===== src/pmx_cfg.svh =====
/*
  Offsets, field positions, reset values for the crossover/heartbeat
  control and status register.
  Assumes inclusion by bare name from pmx package users.
*/
`ifndef PMX_CFG_SVH
`define PMX_CFG_SVH

`define PMX_REG_INDEX      5'h1B
`define PMX_BIT_SRC        15
`define PMX_BIT_AUTO_EN    14
`define PMX_BIT_MAN_STATE  13
`define PMX_BIT_SQE_OFF    11
`define PMX_BIT_PLL_REF    10
`define PMX_BIT_POL_REV    4
`define PMX_CTRL_RESET     5'h00
`define PMX_SYNC_DEPTH     3

`endif


===== src/pmx_pkg.sv =====
/*
  Types for the crossover/heartbeat control register block.
  Assumes pmx_cfg.svh holds the numeric constants.
*/
package pmx_pkg;
  typedef enum logic [2:0] {
    PMX_MODE_MANUAL_STRAIGHT = 3'h1,
    PMX_MODE_MANUAL_CROSS    = 3'h2,
    PMX_MODE_AUTO            = 3'h4
  } pmx_mode_t;
endpackage


===== src/pmx_sync.sv =====
/*
  Three-flop synchroniser with agreement filter for one level input.
  Assumes the input is asynchronous to clock_i.
*/
`timescale 1ns/1ps
`default_nettype none
module pmx_sync (
  input  wire logic clock_i,
  input  wire logic nrst_i,
  input  wire logic async_i,
  output logic      level_o
);
  typedef struct packed {
    logic [2:0] sh;
    logic       lvl;
  } pmx_sync_state_t;

  pmx_sync_state_t st_reg;
  pmx_sync_state_t st_next;

  always_comb begin
    st_next = st_reg;
    st_next.sh = {st_reg.sh[1:0], async_i};
    // only stages two and three are compared; stage one feeds stage two alone
    if (st_reg.sh[1] == st_reg.sh[2]) begin
      st_next.lvl = st_reg.sh[2];
    end
  end

  always_ff @(posedge clock_i or negedge nrst_i) begin
    if (!nrst_i) begin
      st_reg <= '0;
    end else begin
      st_reg <= st_next;
    end
  end

  assign level_o = st_reg.lvl;
endmodule
`default_nettype wire


===== src/pmx_ctrl_reg.sv =====
/*
  Per-port crossover source/mode, heartbeat disable, rx PLL lock control
  and rx polarity status register, on the PHY management register port.
  Assumes a single-cycle management access port (index, write strobe,
  read strobe) on clock_i, straps latched elsewhere and held stable,
  and a port PHY reset pulse from the chip reset control logic.
*/
`timescale 1ns/1ps
`default_nettype none
`include "pmx_cfg.svh"

module pmx_ctrl_reg (
  input  wire logic              clock_i,
  input  wire logic              nrst_i,
  input  wire logic [4:0]        reg_index_i,
  input  wire logic              reg_write_i,
  input  wire logic              reg_read_i,
  input  wire logic [15:0]       reg_wdata_i,
  output logic      [15:0]       reg_rdata_o,
  output logic                   reg_rvalid_o,
  input  wire logic              port_phy_reset_i,
  input  wire logic              phy_reset_bit_i,
  input  wire logic              strap_manual_cross_i,
  input  wire logic              strap_auto_cross_i,
  input  wire logic              rx_polarity_reversed_i,
  output pmx_pkg::pmx_mode_t     crossover_mode_o,
  output logic                   heartbeat_test_enable_o,
  output logic                   rx_pll_force_reference_lock_o,
  output logic                   rx_10m_receive_enable_o
);
  import pmx_pkg::*;

  typedef struct packed {
    logic               crossover_control_source;
    logic               crossover_auto_enable;
    logic               crossover_manual_state;
    logic               heartbeat_test_disable;
    logic               rx_pll_force_reference_lock;
    logic               straps_taken;
    logic               strap_manual;
    logic               strap_auto;
    pmx_mode_t          mode;
    logic [15:0]        rdata;
    logic               rvalid;
  } pmx_state_t;

  pmx_state_t st_reg;
  pmx_state_t st_next;
  logic       pol_sync;
  logic       hit;
  logic [15:0] rd_word;
  logic       use_auto;
  logic       use_cross;

  pmx_sync u_pol_sync (
    .clock_i (clock_i),
    .nrst_i  (nrst_i),
    .async_i (rx_polarity_reversed_i),
    .level_o (pol_sync)
  );

  assign hit = (reg_index_i == `PMX_REG_INDEX);

  always_comb begin
    st_next   = st_reg;
    rd_word   = 16'h0000;
    use_auto  = 1'b0;
    use_cross = 1'b0;
    // straps are caught by a clocked step after reset release, not by the reset itself
    if (!st_reg.straps_taken) begin
      st_next.straps_taken = 1'b1;
      st_next.strap_manual = strap_manual_cross_i;
      st_next.strap_auto   = strap_auto_cross_i;
    end
    if (reg_write_i && hit) begin
      st_next.crossover_control_source    = reg_wdata_i[`PMX_BIT_SRC];
      st_next.crossover_auto_enable       = reg_wdata_i[`PMX_BIT_AUTO_EN];
      st_next.crossover_manual_state      = reg_wdata_i[`PMX_BIT_MAN_STATE];
      st_next.heartbeat_test_disable      = reg_wdata_i[`PMX_BIT_SQE_OFF];
      st_next.rx_pll_force_reference_lock = reg_wdata_i[`PMX_BIT_PLL_REF];
    end
    if (port_phy_reset_i && phy_reset_bit_i) begin
      {st_next.crossover_control_source, st_next.crossover_auto_enable,
       st_next.crossover_manual_state, st_next.heartbeat_test_disable,
       st_next.rx_pll_force_reference_lock} = `PMX_CTRL_RESET;
    end
    if (st_reg.crossover_control_source) begin
      use_auto  = st_reg.crossover_auto_enable;
      // reserved 11 falls back to automatic, the safer guess
      use_cross = st_reg.crossover_manual_state;
    end else begin
      use_auto  = st_reg.strap_auto;
      use_cross = st_reg.strap_manual;
    end
    if (use_auto) begin
      st_next.mode = PMX_MODE_AUTO;
    end else if (use_cross) begin
      st_next.mode = PMX_MODE_MANUAL_CROSS;
    end else begin
      st_next.mode = PMX_MODE_MANUAL_STRAIGHT;
    end
    rd_word[`PMX_BIT_SRC]       = st_reg.crossover_control_source;
    rd_word[`PMX_BIT_AUTO_EN]   = st_reg.crossover_auto_enable;
    rd_word[`PMX_BIT_MAN_STATE] = st_reg.crossover_manual_state;
    rd_word[`PMX_BIT_SQE_OFF]   = st_reg.heartbeat_test_disable;
    rd_word[`PMX_BIT_PLL_REF]   = st_reg.rx_pll_force_reference_lock;
    rd_word[`PMX_BIT_POL_REV]   = pol_sync;
    st_next.rvalid = reg_read_i;
    if (reg_read_i) begin
      st_next.rdata = hit ? rd_word : 16'h0000;
    end
  end

  always_ff @(posedge clock_i or negedge nrst_i) begin
    if (!nrst_i) begin
      st_reg <= '{mode: PMX_MODE_MANUAL_STRAIGHT, default: '0};
    end else begin
      st_reg <= st_next;
    end
  end

  assign reg_rdata_o                   = st_reg.rdata;
  assign reg_rvalid_o                  = st_reg.rvalid;
  assign crossover_mode_o              = st_reg.mode;
  assign heartbeat_test_enable_o       = ~st_reg.heartbeat_test_disable;
  assign rx_pll_force_reference_lock_o = st_reg.rx_pll_force_reference_lock;
  assign rx_10m_receive_enable_o       = ~st_reg.rx_pll_force_reference_lock;

  property p_src_reg;
    @(posedge clock_i) disable iff (!nrst_i)
    st_reg.crossover_control_source && !st_reg.crossover_auto_enable
      && st_reg.crossover_manual_state |=> crossover_mode_o == PMX_MODE_MANUAL_CROSS;
  endproperty
  a_src_reg: assert property (p_src_reg) else $error("register cross mode wrong");

  property p_src_strap;
    @(posedge clock_i) disable iff (!nrst_i)
    !st_reg.crossover_control_source && st_reg.straps_taken && st_reg.strap_auto
      |=> crossover_mode_o == PMX_MODE_AUTO;
  endproperty
  a_src_strap: assert property (p_src_strap) else $error("strap auto mode wrong");

  property p_mode_auto;
    @(posedge clock_i) disable iff (!nrst_i)
    st_reg.crossover_control_source && st_reg.crossover_auto_enable
      && !st_reg.crossover_manual_state |=> crossover_mode_o == PMX_MODE_AUTO;
  endproperty
  a_mode_auto: assert property (p_mode_auto) else $error("auto mode not selected");

  property p_sqe;
    @(posedge clock_i) disable iff (!nrst_i)
    reg_write_i && hit && !(port_phy_reset_i && phy_reset_bit_i)
      |=> heartbeat_test_enable_o == !$past(reg_wdata_i[`PMX_BIT_SQE_OFF]);
  endproperty
  a_sqe: assert property (p_sqe) else $error("heartbeat enable wrong");

  property p_pll;
    @(posedge clock_i) disable iff (!nrst_i)
    reg_write_i && hit && !(port_phy_reset_i && phy_reset_bit_i)
      |=> rx_pll_force_reference_lock_o == $past(reg_wdata_i[`PMX_BIT_PLL_REF])
      && rx_10m_receive_enable_o == !$past(reg_wdata_i[`PMX_BIT_PLL_REF]);
  endproperty
  a_pll: assert property (p_pll) else $error("pll lock control wrong");

  property p_pol;
    @(posedge clock_i) disable iff (!nrst_i)
    reg_read_i && hit |=> reg_rvalid_o && reg_rdata_o[`PMX_BIT_POL_REV] == $past(pol_sync);
  endproperty
  a_pol: assert property (p_pol) else $error("polarity readback wrong");

  property p_phyrst;
    @(posedge clock_i) disable iff (!nrst_i)
    port_phy_reset_i && phy_reset_bit_i |=> !st_reg.crossover_control_source
      && !st_reg.crossover_auto_enable && !st_reg.crossover_manual_state
      && heartbeat_test_enable_o && !rx_pll_force_reference_lock_o;
  endproperty
  a_phyrst: assert property (p_phyrst) else $error("phy reset left bits set");

  property p_rsvd;
    @(posedge clock_i) disable iff (!nrst_i)
    reg_rvalid_o |-> (reg_rdata_o & 16'h13EF) == 16'h0000;
  endproperty
  a_rsvd: assert property (p_rsvd) else $error("reserved bits nonzero");

  property p_other_idx;
    @(posedge clock_i) disable iff (!nrst_i)
    reg_read_i && !hit |=> reg_rvalid_o && reg_rdata_o == 16'h0000;
  endproperty
  a_other_idx: assert property (p_other_idx) else $error("other index read nonzero");

  property p_strap_cross;
    @(posedge clock_i) disable iff (!nrst_i)
    !st_reg.crossover_control_source && st_reg.straps_taken && !st_reg.strap_auto
      && st_reg.strap_manual |=> crossover_mode_o == PMX_MODE_MANUAL_CROSS;
  endproperty
  a_strap_cross: assert property (p_strap_cross) else $error("strap cross mode wrong");

  property p_mode_straight;
    @(posedge clock_i) disable iff (!nrst_i)
    st_reg.crossover_control_source && !st_reg.crossover_auto_enable
      && !st_reg.crossover_manual_state |=> crossover_mode_o == PMX_MODE_MANUAL_STRAIGHT;
  endproperty
  a_mode_straight: assert property (p_mode_straight) else $error("straight mode wrong");

  // unqualified pulse must leave the source, heartbeat disable and PLL lock bits alone
  property p_phyrst_qual;
    @(posedge clock_i) disable iff (!nrst_i)
    port_phy_reset_i && !phy_reset_bit_i && !reg_write_i
      |=> $stable(st_reg.crossover_control_source) && $stable(heartbeat_test_enable_o)
      && $stable(rx_pll_force_reference_lock_o);
  endproperty
  a_phyrst_qual: assert property (p_phyrst_qual) else $error("unqualified reset acted");
endmodule
`default_nettype wire


===== config.mk =====
export PLATFORM = sky130hd
export DESIGN_NAME = pmx_ctrl_reg
export DESIGN_NICKNAME = d
export VERILOG_FILES = /design/src/pmx_pkg.sv /design/src/pmx_sync.sv /design/src/pmx_ctrl_reg.sv
export VERILOG_INCLUDE_DIRS = /design/src /design/src/src
export SDC_FILE = /design/constraint.sdc
export NUM_CORES = 1
export LEC_CHECK = 0
export ABC_AREA = 1
export BUFFER_PORTS_ARGS = -buffer_cell sky130_fd_sc_hd__buf_2
export CORE_MARGIN = 3
export CORE_UTILIZATION = 39
export DETAILED_ROUTE_END_ITERATION = 8
export GPL_TIMING_DRIVEN = 0
export PLACE_DENSITY = 0.74
export SETUP_SLACK_MARGIN = 0.15
export SYNTH_ARGS = -nofsm -noshare
export SYNTH_HDL_FRONTEND = slang
export SYNTH_SLANG_ARGS = --single-unit

===== constraint.sdc =====
create_clock -name clock_i -period 0.9 [get_ports clock_i]
set_clock_uncertainty 0.1 [all_clocks]
set_input_delay 0.045 -clock clock_i [delete_from_list [all_inputs] [get_ports clock_i]]
set_output_delay 0.045 -clock clock_i [all_outputs]
set_load 0.02 [all_outputs]

==> impl_metrics.env, run 1 <==
export IMPL_grt_pass1_vias=853
export IMPL_p_leak_uw=0.0008095
export IMPL_io_pins=53
export IMPL_synth_main_ff_cell="dfrtp_1"
export IMPL_worstHoldPathCells=2
export IMPL_placedCellCount=170
export IMPL_finalInstanceArea_um2=1623
export IMPL_max_freq_mhz=857.9
export IMPL_cts_hold_buf=8
export IMPL_antenna_cells=0
export IMPL_largest_reg_flops=6
export IMPL_setup_ws_ps=-265.6
export IMPL_clk_insertion_delay_late_ps=320
export IMPL_seq_area_frac_synth=0.5554
export IMPL_worstPathCellList="buf_6 > buf_6"
export IMPL_place_area_um2=1237
export IMPL_wirelength_um=2348
export IMPL_cp_arrival_ps=1020
export IMPL_ys_top_cells_by_count="dfrtp_1 (21), buf_4 (19), inv_1 (13), nand3_1 (12), nand2_1 (10)"
export IMPL_dr_pass1_iters=4
export IMPL_ff2ff_path_depth=4
export IMPL_die_area_um2=3189
export IMPL_ys_warn_count=0
export IMPL_grt_max_degree=23
export IMPL_place_congestion=0.7668
export IMPL_cpMostUsedCell="buf_6"
export IMPL_finalPower_uw=1905
export IMPL_yosys_top_cells_area="dfrtp_1 (53%), buf_4 (14%), nand3_1 (6.0%)"
export IMPL_path_buf_inv=2
export IMPL_vias=850
export IMPL_fillCellCount=162
export IMPL_start_util=0.4285
export IMPL_hold_start="strap_manual_cross_i"
export IMPL_crit_path_max_fanout=1
export IMPL_peakVddDrop_mv=0.6818
export IMPL_min_to="st_reg[21]"
export IMPL_grt_pass1_wl_um=3746
export IMPL_syn_area_um2=993.5
export IMPL_finalCritPeriodShare=1.295
export IMPL_rows=17
export IMPL_critPathMaxStageDelay_ps=540
export IMPL_cts_root_buf="clkbuf_4"
export IMPL_grt_ovfl_total=0
export IMPL_slowest_stage="dfstp_2"
export IMPL_hold_path_class="in -> reg"
export IMPL_yosysTopAreaCell="dfrtp_1"
export IMPL_initialDrtViolationCount=14
export IMPL_antenna_left=0
export IMPL_reg2reg_slack_ps=-100
export IMPL_via_per_inst=4.450
export IMPL_fin_hold_ws_ps=-130.2
export IMPL_antenna_found_initial=0
export IMPL_critPathKind="reg -> out"
export IMPL_syn_area_per_cell_um2=9.740
export IMPL_area_growth_pct=63.35
export IMPL_cts_clk_slew_worst_paths_ps=100
export IMPL_ys_types=18
export IMPL_synth_top_area_frac=0.5290
export IMPL_yosysMostFrequentCell="dfrtp_1"
export IMPL_status="complete, but fails checks"
export IMPL_ys_ff_latch=22
export IMPL_synth_cells=102
export IMPL_drive_above_1_share=0.5583
export IMPL_routedWlPerCell_um=12.29
export IMPL_slew_viol_final=0
export IMPL_remaining_drc_errors=0
export IMPL_cts_sinks=22
export IMPL_rsz0062_at_grt="yes"
export IMPL_p_per_area_nw_per_um2=1174
export IMPL_fin_crit_ps=1166
export IMPL_cts_buffers=3
export IMPL_worst_path_stages=2
export IMPL_coreArea_um2=2318
export IMPL_fin_nets=194
export IMPL_tritoncts="done"
export IMPL_maxCapViolCount=0
export IMPL_htree_levels=1
export IMPL_cp_end_kind="primary output"
export IMPL_grt_util_all_layers=0.1524
export IMPL_regToRegEndpoint="reg_rdata_o[11]"
export IMPL_finalHoldViolCount=7
export IMPL_cts_buffer_depth=2
export IMPL_portBuffers=31
export IMPL_finalSetupViolCount=21
export IMPL_start_kind="flop"
export IMPL_post_place_ws_ps=-21.02
export IMPL_worstReg2RegStart="rd_word[11]"
export IMPL_die_x_um=56.47
export IMPL_failed_checks="hold timing, setup timing"
export IMPL_synth_edf_count=0
export IMPL_dp_hpwl_um=1423
export IMPL_die_y_um=56.47
export IMPL_cp_top_family="flip-flops"
export IMPL_critPathRequiredTime_ps=750
export IMPL_async_reset_ff_frac=1.000
export IMPL_instances_no_fill=191
## cell usage in the layout (no fill, tap or decap)
master	netlist	layout
mux2_4	0	1
nand2_2	0	3
nand3_1	12	5
buf_2	1	19
clkbuf_1	0	1
maj3_2	0	1
nand3_2	1	7
inv_1	13	9
clkbuf_4	0	3
buf_6	1	30
nor2_4	0	1
dfrtp_2	0	2
nor2_2	1	2
nor2_1	4	2
o21ai_2	0	2
inv_2	0	4
o21ai_4	0	1
a21oi_2	0	1
o21ai_1	3	5
buf_4	19	12
dfrtp_1	21	19
nand3_4	0	1
nand2_1	10	7
dfstp_2	1	1
nand4_1	5	5
conb_1	2	11
dlygate4sd3_1	0	8
## metrics by stage
stage / TNS, ps / util
3_5_place_dp: -60.22 / 0.5337
2_1_floorplan: 0 / -
5_1_grt: -3715 / 0.6999
4_1_cts: -2550 / 0.6611
6_report: -2992 / 0.6999
3_3_place_gp: -4.707 / 0.5337
## report_power, final
part	switching, uW	leakage [uW]	total, uW	internal (uW)
Combinational	184	0.000517	377	192
Sequential	28.6	0.000277	1060	1030
Clock	292	0.0000150	465	173
Total	505	0.000810	1900	1400
## per-layer routing
metal | GRT usage | routed length [um] | share of wire | vias up
met5 | 0 | 0 | 0 | -
met4 | 0.09153 | 48 | 0.020 | 0
li1 | - | - | - | 419
met1 | 0.1642 | 924 | 0.39 | 403
met2 | 0.2822 | 1279 | 0.54 | 24
met3 | 0.01379 | 95 | 0.040 | 4
## worst reg2reg max path, stage by stage, from the launching register on
cell	delay, ps
dfrtp_1	430
buf_6	130
buf_6	110
nand3_2	60
o21ai_1	60
## what timing repair did
action / CTS / global route
endpoints found under the setup margin: 30 / 30
pin swaps: 11 / 3
gates resized for setup: 47 / 17
endpoints found under the hold margin: 33 / 7
buffers inserted: 5 / 4
## final cells by class
cell class                 count  area, um2  area share
sequential                    22      554.3      0.3416
timing repair buffer          48      410.4      0.2529
multi-input combinational     55      355.3      0.2190
buffer                        21      192.7      0.1187
inverter                      13      48.80     0.03007
tap                           28      35.03     0.02159
clock buffer                   4      26.28     0.01619
## cell families (layout without fill, tap and decap cells)
kind of cell / Yosys count / count (layout) / share of synthesized area
adder cells (fa/ha/maj): 1 / 1 / 0.01008
buffers and inverters: 34 / 86 / 0.2091
other: 2 / 11 / 0.007559
multiplexers: 1 / 1 / 0.01133
AND/OR/NAND/NOR: 33 / 33 / 0.1612
AO/OA/AOI/OAI: 9 / 9 / 0.04533
flip-flops: 22 / 22 / 0.5554
## worst max path at each step
stage / startpoint / to
finish: crossover_mode_o[0] / crossover_mode_o[0]
global route: crossover_mode_o[0] / crossover_mode_o[0]
CTS: crossover_mode_o[0] / crossover_mode_o[0]
global placement: rd_word[15] / crossover_mode_o[0]
floorplan: st_reg[22] / st_reg[21]
detailed placement: rd_word[15] / crossover_mode_o[0]
No activity file was read; power rests on OpenSTA's default activity.
==> run 2: changes to the inputs <==
--- a/config.mk
+++ b/config.mk
@@ -12,7 +12,7 @@
 export CORE_UTILIZATION = 39
 export DETAILED_ROUTE_END_ITERATION = 8
 export GPL_TIMING_DRIVEN = 0
-export PLACE_DENSITY = 0.74
+export PLACE_DENSITY = 0.85
 export SETUP_SLACK_MARGIN = 0.15
 export SYNTH_ARGS = -nofsm -noshare
 export SYNTH_HDL_FRONTEND = slang
==> run 2 against run 1 <==
  * Total power rose by 4.1%
  * Critical path depth did not move
  * The run still ends with hold timing, setup timing left
  * Sequential power barely moved
  * Global-route usage fell by 0.48 points
  * Via count rose by 4.5%
  * Largest cell class unchanged
  * Flip-flop and latch count did not move
  * Wire length rose by 10%
  * Clock-buffer cell count did not move
  * Setup slack got worse by 7.2 ps
  * Maximum frequency fell by 0.61%
  * Sequential share of layout area fell by 0.87 points
  * Critical endpoint unchanged
==> impl_metrics.env, run 2 (synthesis results as in run 1) <==
export IMPL_status="complete, but fails checks"
export IMPL_failed_checks="hold timing, setup timing"
export IMPL_fillCellCount=141
export IMPL_rsz0062_at_grt="yes"
export IMPL_coreArea_um2=2318
export IMPL_cp_arrival_ps=1030
export IMPL_drive_above_1_share=0.5723
export IMPL_setup_ws_ps=-272.8
export IMPL_cts_root_buf="clkbuf_4"
export IMPL_fin_crit_ps=1173
export IMPL_peakVddDrop_mv=0.6881
export IMPL_die_x_um=56.47
export IMPL_finalCritPeriodShare=1.303
export IMPL_final_setup_tns_ps=-2945
export IMPL_die_area_um2=3189
export IMPL_final_core_util=0.7183
export IMPL_cts_buffer_depth=2
export IMPL_antenna_cells=0
export IMPL_max_freq_mhz=852.7
export IMPL_largest_reg_flops=6
export IMPL_dp_hpwl_um=1457
export IMPL_antenna_found_initial=0
export IMPL_htree_levels=1
export IMPL_fin_hold_ws_ps=-132.9
export IMPL_place_congestion=0.7147
export IMPL_clk_insertion_delay_late_ps=310
export IMPL_finalSetupViolCount=23
export IMPL_fin_nets=197
export IMPL_start_util=0.4285
export IMPL_portBuffers=31
export IMPL_start_kind="flop"
export IMPL_cp_end_kind="primary output"
export IMPL_p_leak_uw=0.0008382
export IMPL_remaining_drc_errors=0
export IMPL_grt_ovfl_total=0
export IMPL_initialDrtViolationCount=23
export IMPL_rows=17
export IMPL_wirelength_um=2593
export IMPL_mostFrequentLayoutCell="buf_6"
export IMPL_dr_pass1_iters=4
export IMPL_antenna_left=0
export IMPL_slew_viol_final=0
export IMPL_routedWlPerCell_um=13.37
export IMPL_vias=888
export IMPL_io_pins=53
export IMPL_grt_util_all_layers=0.1476
export IMPL_critPathKind="reg -> out"
export IMPL_cts_buffers=3
export IMPL_grt_pass1_vias=797
export IMPL_cts_sinks=22
export IMPL_finalHoldViolCount=6
export IMPL_area_growth_pct=67.63
export IMPL_critPathRequiredTime_ps=750
export IMPL_hold_path_class="in -> reg"
export IMPL_crit_path_max_fanout=1
export IMPL_die_y_um=56.47
export IMPL_grt_pass1_wl_um=3539
export IMPL_tritoncts="done"
export IMPL_grt_max_degree=23
export IMPL_via_per_inst=4.577
export IMPL_maxCapViolCount=0
export IMPL_cts_clk_slew_worst_paths_ps=110
export IMPL_layout_common_cells="buf_6 (32), dfrtp_1 (19), buf_2 (18)"
export IMPL_p_per_area_nw_per_um2=1191
run 2: layout make-up:
class                           count  area (um2)  share of cell area
Sequential cell                    22       554.3              0.3328
Timing Repair Buffer               51       445.4              0.2675
Multi-Input combinational cell     55       352.8              0.2119
Buffer                             21       192.7              0.1157
Inverter                           13       48.80             0.02930
Clock buffer                        4       36.28             0.02179
Tap cell                           28       35.03             0.02104
run 2: repair_timing:
item	in CTS	in global routing
hold buffers	8	2
hold endpoints to repair	33	9
pin swaps	11	6
buffers inserted	5	6
endpoints found under the setup margin	30	32
gates resized for setup	48	19
run 2: report_power, final:
part	internal [uW]	total (uW)	switching [uW]
registers	1030	1060	28.1
clock network	247	536	289
logic	197	385	187
total	1480	1980	504
run 2: per-layer routing:
layer / share of wire / GRT usage / up-vias
li1: - / - / 427
met4: 0.024 / 0.09153 / 0
met1: 0.35 / 0.1439 / 421
met5: 0 / 0 / -
met2: 0.58 / 0.2888 / 35
met3: 0.046 / 0.01379 / 5
run 2: critical path: stages (launching register included):
cell and delay (ps):
dfstp_2 540, buf_6 80, buf_6 100
run 2: path summary, 6_finish.rpt:
| kind | startpoint | end | slack [ps] | depth (start not counted) |
|---|---|---|---|---|
| max | crossover_mode_o[0] | crossover_mode_o[0] | -270 | 2 |
| min | strap_manual_cross_i | st_reg[21] | -130 | 2 |
| max reg2reg | rd_word[15] | crossover_mode_o[0] | -150 | 3 |
| min reg2reg | u_pol_sync.st_next[2] | u_pol_sync.st_next[3] | 270 | 0 |
| max in group asynchronous | nrst_i | crossover_mode_o[0] | 350 | 2 |
| min in group asynchronous | nrst_i | reg_rdata_o[15] | 60 | 2 |
run 2: stage by stage:
stage                     worst slack [ps]  hold slack (ps)  std cells  instance area, um2  total power [uW]
after floorplan                      12.47           -350.6        111                1047              1246
after global placement               1.646           -88.45        170                1237              1333
after detailed placement            -20.32           -78.44        170                1237              1342
after CTS                           -271.3           -132.5        187                1544              1940
after global routing                -307.9           -150.0        194                1665              2065
final                               -272.8           -132.9        194                1665              1983
